===== config.mk =====
export PLATFORM = sky130hd
export DESIGN_NAME = epwc_host
export DESIGN_NICKNAME = d
export VERILOG_FILES = /design/src/epwc_host.v
export VERILOG_INCLUDE_DIRS = /design/src
export SDC_FILE = /design/constraint.sdc
export NUM_CORES = 1
export LEC_CHECK = 0
export ABC_AREA = 1
export ABC_CLOCK_PERIOD_IN_PS = 2000
export BUFFER_PORTS_ARGS = -buffer_cell sky130_fd_sc_hd__buf_4
export CAP_MARGIN = 20
export CORE_ASPECT_RATIO = 1.25
export CORE_MARGIN = 5
export CORE_UTILIZATION = 60
export DETAILED_ROUTE_END_ITERATION = 10
export PLACE_DENSITY_LB_ADDON = 0.2
export RECOVER_POWER = 50
export SLEW_MARGIN = 40
export SYNTH_ARGS = -nofsm -noshare
export SYNTH_HDL_FRONTEND = slang
export SYNTH_SLANG_ARGS = --single-unit

===== constraint.sdc =====
create_clock -name mclk -period 2 [get_ports mclk]
set_input_delay 0.3 -clock mclk [delete_from_list [all_inputs] [get_ports mclk]]
set_output_delay 0.3 -clock mclk [all_outputs]
set_load 0.005 [all_outputs]

===== src/epwc_defines.vh =====
// Constants for the host-side parallel EEPROM page write controller
`ifndef EPWC_DEFINES_VH
`define EPWC_DEFINES_VH
`define EPWC_CLK_NS 10
`define EPWC_BLC_NS 30000
`define EPWC_WC_NS 15000000
`define EPWC_STROBE_NS 250
`define EPWC_SETUP_NS 50
`define EPWC_READ_NS 250
`define EPWC_CMD_A1 17'h05555
`define EPWC_CMD_A2 17'h02aaa
`define EPWC_CMD_D1 8'haa
`define EPWC_CMD_D2 8'h55
`define EPWC_CMD_PROT 8'ha0
`define EPWC_CMD_UNP1 8'h80
`define EPWC_CMD_UNP2 8'h20
`define EPWC_OP_WRITE 2'h0
`define EPWC_OP_PROT 2'h1
`define EPWC_OP_UNPROT 2'h2
`define EPWC_OP_READ 2'h3
`define EPWC_PAGE_MASK 17'h1ff80
`endif


===== src/epwc_host.v =====
// Host controller driving a parallel EEPROM through its pins
`include "epwc_defines.vh"
module epwc_host #(
  parameter ADDR_W = 17,
  parameter PAGE_BYTES = 128,
  parameter BLC_CYC = `EPWC_BLC_NS / `EPWC_CLK_NS,
  parameter WC_CYC = `EPWC_WC_NS / `EPWC_CLK_NS
) (
  // Clock and reset
  input wire mclk,
  input wire rst_b,
  // Command port: op, address, data
  input wire cmdValid,
  output wire cmdReady,
  input wire [1:0] cmdOp,
  input wire [ADDR_W-1:0] cmdAddr,
  input wire [7:0] cmdData,
  input wire cmdLast,
  // Read result and status
  output wire rdValid,
  input wire rdReady,
  output wire [7:0] rdData,
  output reg busy_q,
  output reg pageErr_q,
  output reg protOn_q,
  // Device pins
  output reg [ADDR_W-1:0] memAddr_q,
  output reg [7:0] memDataOut_q,
  output reg memDataOe_q,
  input wire [7:0] memDataIn,
  output reg chipSel_n_q,
  output reg outGate_n_q,
  output reg writeStb_n_q,
  output reg hard_protect_n,
  input wire readyBusy
);
  localparam STB_CYC = (`EPWC_STROBE_NS + `EPWC_CLK_NS - 1) / `EPWC_CLK_NS;
  localparam SET_CYC = (`EPWC_SETUP_NS + `EPWC_CLK_NS - 1) / `EPWC_CLK_NS;
  localparam RD_CYC = (`EPWC_READ_NS + `EPWC_CLK_NS - 1) / `EPWC_CLK_NS;
  localparam [7:0] S_IDLE = 8'h01, S_SETUP = 8'h02, S_STB = 8'h04,
    S_HOLD = 8'h08, S_POLL = 8'h10, S_RDWAIT = 8'h20, S_RDDONE = 8'h40,
    S_SEQ = 8'h80;
  reg [7:0] state_q;
  reg [23:0] cnt_q;
  reg [23:0] wcCnt_q;
  reg [2:0] seqIdx_q;
  reg [2:0] seqLen_q;
  reg [1:0] op_q;
  reg [ADDR_W-1:0] addr_q;
  reg [7:0] data_q;
  reg last_q;
  reg [7:0] lastByte_q;
  reg [7:0] nBytes_q;
  reg [ADDR_W-1:0] pageBase_q;
  reg inPage_q;
  // Two-entry read buffer
  reg [7:0] buf0_q, buf1_q;
  reg [1:0] bufCnt_q;
  wire bufPush = (state_q == S_RDDONE);
  wire bufPop = rdValid && rdReady;
  assign rdValid = (bufCnt_q != 2'h0);
  assign rdData = buf0_q;
  // Stall commands while a read result could not be buffered
  assign cmdReady = (state_q == S_IDLE) && (bufCnt_q != 2'h2) && !busy_q;
  // Command byte table for protect/unprotect sequences
  reg [ADDR_W-1:0] seqA;
  reg [7:0] seqD;
  always @* begin
    seqA = `EPWC_CMD_A1;
    seqD = `EPWC_CMD_D1;
    case (seqIdx_q)
      3'h1, 3'h4: begin
        seqA = `EPWC_CMD_A2;
        seqD = `EPWC_CMD_D2;
      end
      3'h2: seqD = (op_q == `EPWC_OP_UNPROT) ? `EPWC_CMD_UNP1 :
        `EPWC_CMD_PROT;
      3'h5: seqD = `EPWC_CMD_UNP2;
      default: seqD = (seqIdx_q == 3'h0) ? `EPWC_CMD_D1 : `EPWC_CMD_D1;
    endcase
  end
  // Buffer: pop shifts, push fills first free slot
  always @(posedge mclk or negedge rst_b) begin
    if (!rst_b) begin
      buf0_q <= 8'h00;
      buf1_q <= 8'h00;
      bufCnt_q <= 2'h0;
    end else begin
      if (bufPop) buf0_q <= buf1_q;
      if (bufPush) begin
        if (bufCnt_q == 2'h0 || (bufCnt_q == 2'h1 && bufPop))
          buf0_q <= memDataIn;
        else
          buf1_q <= memDataIn;
      end
      bufCnt_q <= bufCnt_q + {1'b0, bufPush} - {1'b0, bufPop};
    end
  end
  // Main sequencer
  always @(posedge mclk or negedge rst_b) begin
    if (!rst_b) begin
      state_q <= S_IDLE;
      cnt_q <= 24'h000000;
      wcCnt_q <= 24'h000000;
      seqIdx_q <= 3'h0;
      seqLen_q <= 3'h0;
      op_q <= 2'h0;
      addr_q <= {ADDR_W{1'b0}};
      data_q <= 8'h00;
      last_q <= 1'b0;
      lastByte_q <= 8'h00;
      nBytes_q <= 8'h00;
      pageBase_q <= {ADDR_W{1'b0}};
      inPage_q <= 1'b0;
      busy_q <= 1'b0;
      pageErr_q <= 1'b0;
      protOn_q <= 1'b0;
      memAddr_q <= {ADDR_W{1'b0}};
      memDataOut_q <= 8'h00;
      memDataOe_q <= 1'b0;
      chipSel_n_q <= 1'b1;
      outGate_n_q <= 1'b1;
      writeStb_n_q <= 1'b1;
      hard_protect_n <= 1'b0;
    end else begin
      hard_protect_n <= 1'b1;
      case (state_q)
        S_IDLE: begin
          // Page window open: close it if the next byte is late; a byte
          // taken on the closing edge wins, else busy would stick high
          if (inPage_q && !(cmdValid && cmdReady)) begin
            cnt_q <= cnt_q + 24'h000001;
            if (cnt_q >= BLC_CYC[23:0] - 24'h000001) begin
              inPage_q <= 1'b0;
              busy_q <= 1'b1;
              wcCnt_q <= 24'h000000;
              state_q <= S_POLL;
            end
          end
          if (cmdValid && cmdReady) begin
            op_q <= cmdOp;
            addr_q <= cmdAddr;
            data_q <= cmdData;
            last_q <= cmdLast;
            seqIdx_q <= 3'h0;
            cnt_q <= 24'h000000;
            state_q <= S_SETUP;
            if (cmdOp == `EPWC_OP_WRITE) begin
              // Bytes outside the open page or past 128 are flagged
              pageErr_q <= inPage_q && (((cmdAddr & `EPWC_PAGE_MASK) !=
                pageBase_q) || nBytes_q >= PAGE_BYTES[7:0]);
              if (!inPage_q) begin
                pageBase_q <= cmdAddr & `EPWC_PAGE_MASK;
                nBytes_q <= 8'h00;
              end
              if (protOn_q && !inPage_q) begin
                seqLen_q <= 3'h3;
                state_q <= S_SEQ;
              end else
                seqLen_q <= 3'h0;
            end else if (cmdOp == `EPWC_OP_PROT) begin
              seqLen_q <= 3'h3;
              state_q <= S_SEQ;
            end else if (cmdOp == `EPWC_OP_UNPROT) begin
              seqLen_q <= 3'h6;
              state_q <= S_SEQ;
            end
          end
        end
        S_SEQ: begin
          // Present one command byte, then strobe it
          memAddr_q <= seqA;
          memDataOut_q <= seqD;
          memDataOe_q <= 1'b1;
          cnt_q <= 24'h000000;
          state_q <= S_SETUP;
        end
        S_SETUP: begin
          if (seqIdx_q == seqLen_q) begin
            memAddr_q <= addr_q;
            memDataOut_q <= data_q;
            memDataOe_q <= (op_q != `EPWC_OP_READ);
          end
          chipSel_n_q <= 1'b0;
          cnt_q <= cnt_q + 24'h000001;
          if (cnt_q >= SET_CYC[23:0]) begin
            cnt_q <= 24'h000000;
            if (op_q == `EPWC_OP_READ)
              outGate_n_q <= 1'b0;
            else
              writeStb_n_q <= 1'b0;
            state_q <= (op_q == `EPWC_OP_READ) ? S_RDWAIT : S_STB;
          end
        end
        S_STB: begin
          cnt_q <= cnt_q + 24'h000001;
          if (cnt_q >= STB_CYC[23:0]) begin
            writeStb_n_q <= 1'b1;
            cnt_q <= 24'h000000;
            state_q <= S_HOLD;
          end
        end
        S_HOLD: begin
          // Release strobes; idle time exceeds the 20 ns filter
          chipSel_n_q <= 1'b1;
          memDataOe_q <= 1'b0;
          cnt_q <= 24'h000000;
          if (seqIdx_q != seqLen_q) begin
            seqIdx_q <= seqIdx_q + 3'h1;
            state_q <= (seqIdx_q + 3'h1 == seqLen_q) &&
              (op_q != `EPWC_OP_WRITE) ? S_POLL : S_SEQ;
            if ((seqIdx_q + 3'h1 == seqLen_q) &&
                (op_q == `EPWC_OP_WRITE))
              state_q <= S_SETUP;
            if ((seqIdx_q + 3'h1 == seqLen_q) &&
                (op_q != `EPWC_OP_WRITE)) begin
              protOn_q <= (op_q == `EPWC_OP_PROT);
              busy_q <= 1'b1;
              wcCnt_q <= 24'h000000;
            end
          end else begin
            lastByte_q <= data_q;
            nBytes_q <= nBytes_q + 8'h01;
            inPage_q <= !last_q;
            if (last_q) begin
              // Hold strobes idle; device self-starts after 30 us
              busy_q <= 1'b1;
              wcCnt_q <= 24'h000000;
              state_q <= S_POLL;
            end else
              state_q <= S_IDLE;
          end
        end
        S_POLL: begin
          // Wait out the write; ready/busy floats high once done
          wcCnt_q <= wcCnt_q + 24'h000001;
          if ((wcCnt_q > BLC_CYC[23:0] && readyBusy) ||
              wcCnt_q >= WC_CYC[23:0]) begin
            busy_q <= 1'b0;
            state_q <= S_IDLE;
          end
        end
        S_RDWAIT: begin
          cnt_q <= cnt_q + 24'h000001;
          if (cnt_q >= RD_CYC[23:0])
            state_q <= S_RDDONE;
        end
        S_RDDONE: begin
          outGate_n_q <= 1'b1;
          chipSel_n_q <= 1'b1;
          state_q <= S_IDLE;
        end
        default: state_q <= S_IDLE;
      endcase
    end
  end
endmodule // epwc_host


==> reports/results.txt <==
Final core utilization: 0.734
Clk slew on worst S/H paths: 0.07 ns
Worst setup margin: -0.0356 ns
CTS Buffer Depth: 2
Slew @ Worst Pin: 1.45 ns
Residual DRC: 0
IO buf count: 83
Syn Nets: 1253
Placed cell area: 10000 µm²
HPWL after DPL: 16100 µm
Critical Path RT: 2.33 ns
Largest family of logic cells by synthesized area: simple AND/OR/NAND/NOR gates
Root buffer cell: clkbuf_16
Global-route wire length before repair: 38100 µm
DRT iter0 DRCs: 724
Worst vdd ir: 0.000638 V
Clock sinks: 160
Total track usage: 0.268
Sw Pwr: 6.43 mW
P&R area growth vs syn: 21.6%
Synthesized area: 8950 µm²
Ratio of cells with drive above 1 in the final layout: 0.176
TritonCTS clock tree: done
Ratio of final minimum period to clock period: 1.02
Mapped Cells: 1196
Initial antenna violation count: 0
Core Region: 14800 µm²
Synth Area in Compound Gates: 0.0812
Final nets: 1372
Critical path type: reg -> reg
Pwr per Cell Area: 1400 nW/µm²
Routed len/inst: 15.6 µm
Final setup violation count: 10
Initial core utilization: 0.604
Power consumption: 15.3 mW
Post-synthesis mux area share: 0.0101
Fmax: 491 MHz
Ant diodes: 0
GPL Wtd Cong: 0.924
Die span in x: 119 µm
Slew Limit Headroom: 0.0358
Leakage: 5.39 nW
Clock Skew: 0.0109 ns
Adder-cell area share of the yosys netlist: 0.0224
RSZ-0062 raised after global routing: true
Synth Area in XOR/XNOR: 0.0391
Clock latency on the worst-skew pair: 0.44 ns
Int Power: 8.85 mW
Post-synthesis register bit count: 160
CTS buffer count: 17
Failing checks: setup timing
Total wire length: 23500 µm
Hold Vio Cnt, Final: 0
Switching Fraction: 0.421
Largest net degree at the start of global routing: 52
Crit path DAT: 2.36 ns
Fill count: 1153
Mapped Avg Cell Area: 7.48 µm²
Crit end category: register
Most frequent cells in the layout: nand2_1 (377), dfrtp_1 (155), nor2_1 (139)
Die ar.: 17500 µm²
Final Slew Violations: 0
Register share of total power: 0.345
Final min period: 2.04 ns
Yosys warns: 0
Critical path peak fanout: 4
Clk pwr share: 0.207
IO Pins: 84
Max H-tree Level: 4
Status: finished, violations left
Congestion Overflow GR: 0
Min Hold Slack: 0.0494 ns
Finished Cell Area: 10900 µm²
Floorplan row count: 50
Seq/Total Area, Yosys: 0.448
Most common cell after layout, fill and taps aside: nand2_1
Number of distinct library cells after synthesis: 46
Die H: 147 µm
Crit path launch type: register
Logic pwr share: 0.447
Drt via density: 5.56
MaxCap Viol Count: 0
DR vias: 8397
Simple-gate share of the synthesized area: 0.324
First-pass iteration count of the detailed router: 5
Dpl ws: 0.0464 ns
Worst hold path type: in -> reg
Vias in the first global route: 8049
DRT antenna net count: 0
timing repair:
| item | CTS | global route |
|---|---|---|
| hold buffers | 1 | 0 |
| setup endpoints to repair | 1 | 110 |
| pin swaps | 1 | 10 |
| cloned | 0 | 3 |
| endpoints found under the hold margin | 43 | 0 |
| buffers inserted | 1 | 7 |
| resized for setup | 4 | 33 |
stage by stage:
step | setup TNS, ns | instances
floorplan | 0 | 1196
finish | -0.128 | 1510
CTS | 0 | 1500
detailed placement | 0 | 1466
global placement | 0 | 1466
global route | -2.66 | 1510
metal layers:
metal / vias up / share of wire / global-route usage
met1: 3936 / 0.40 / 0.332
met5: - / 0 / 0
li1: 4063 / - / -
met2: 312 / 0.49 / 0.456
met3: 86 / 0.061 / 0.0480
met4: 0 / 0.041 / 0.117
critical path: stages (launching register included):
cell and delay (ns):
dfrtp_1 0.38, inv_1 0.13, ha_4 0.23, xor2_1 0.13, nor2_1 0.16, nand3_1 0.13, nand2_1 0.13, nand3_2 0.10
nor2_4 0.15, buf_12 0.14, buf_12 0.10, nand2_1 0.04, nand2_1 0.07, nand2_1 0.05
state kept, by name, summed over array words and instances, names as in the netlist, 2 cells and up:
| name | cells |
|---|---|
| cnt_q | 24 |
| seqIdx_q | 3 |
| state_q | 8 |
| memAddr_q | 17 |
| rdData | 8 |
| wcCnt_q | 24 |
| memDataOut_q | 8 |
| pageBase_q | 10 |
| data_q | 8 |
| addr_q | 17 |
| buf1_q | 8 |
| seqLen_q | 3 |
| nBytes_q | 8 |
| bufCnt_q | 2 |
| op_q | 2 |
worst paths after layout:
kind / start / to / slack [ns] / cells after the start
worst max-delay path: seqIdx_q[0] / busy_q / -0.04 / 13
worst min-delay path: cmdData[4] / data_q[4] / 0.05 / 3
worst max register to register: seqIdx_q[0] / busy_q / -0.04 / 13
worst min register to register: memAddr_q[15] / memAddr_q[15] / 0.47 / 2
max in group asynchronous: rst_b / state_q[0] / 0.26 / 3
min in group asynchronous: rst_b / wcCnt_q[10] / 0.74 / 2
cells by family after synthesis:
kind of cell               count (synthesis)
and+or+nand+nor                          682
buffers and inverters                    163
DFF                                      160
AOI/OAI and AO/OA                        126
xor gates and xnor gates                  40
adders and majority gates                 16
muxes                                      8
other                                      1
power groups by stage:
| stage | clock, mW | sequential [mW] | combinational (mW) |
|---|---|---|---|
| 5_1_grt | 3.35 | 5.42 | 7.59 |
| 6_report | 3.17 | 5.28 | 6.84 |
| 3_3_place_gp | 0 | 5.25 | 5.74 |
| 3_5_place_dp | 0 | 5.28 | 5.89 |
| 2_1_floorplan | 0 | 5.10 | 4.02 |
| 4_1_cts | 3.19 | 5.24 | 6.00 |
Yosys cell counts (all sizes together):
master | count | area share
o41ai | 1 | 0.00098
nor3b | 3 | 0.0025
nor3 | 18 | 0.010
nand3b | 1 | 0.00084
a211oi | 3 | 0.0025
nor4 | 3 | 0.0028
nand2 | 383 | 0.16
or2 | 5 | 0.0035
nand3 | 82 | 0.047
ha | 16 | 0.022
mux2 | 8 | 0.010
o22ai | 17 | 0.012
a22o | 1 | 0.00098
o211ai | 1 | 0.00084
o21ai | 55 | 0.031
o21bai | 2 | 0.0017
xor2 | 33 | 0.032
xnor2 | 7 | 0.0068
and2 | 3 | 0.0021
nand4 | 23 | 0.017
a21oi | 11 | 0.0062
inv | 129 | 0.054
dfstp | 4 | 0.012
conb | 1 | 0.00042
clkbuf | 10 | 0.0042
clkinv | 1 | 0.00042
buf | 23 | 0.016
nor2 | 161 | 0.077
a31oi | 31 | 0.022
o31ai | 4 | 0.0034
dfrtp | 156 | 0.44
final cells by class:
cell class / instances / area, µm² / area share
Timing Repair Buffer: 133 / 1160 / 0.107
Tap cell: 182 / 228 / 0.0209
Sequential cell: 160 / 4010 / 0.368
Inverter: 130 / 488 / 0.0448
Clock inverter: 13 / 123 / 0.0113
Clock buffer: 19 / 443 / 0.0407
Multi-Input combinational cell: 873 / 4430 / 0.407
(Power assumes the default switching activity.)
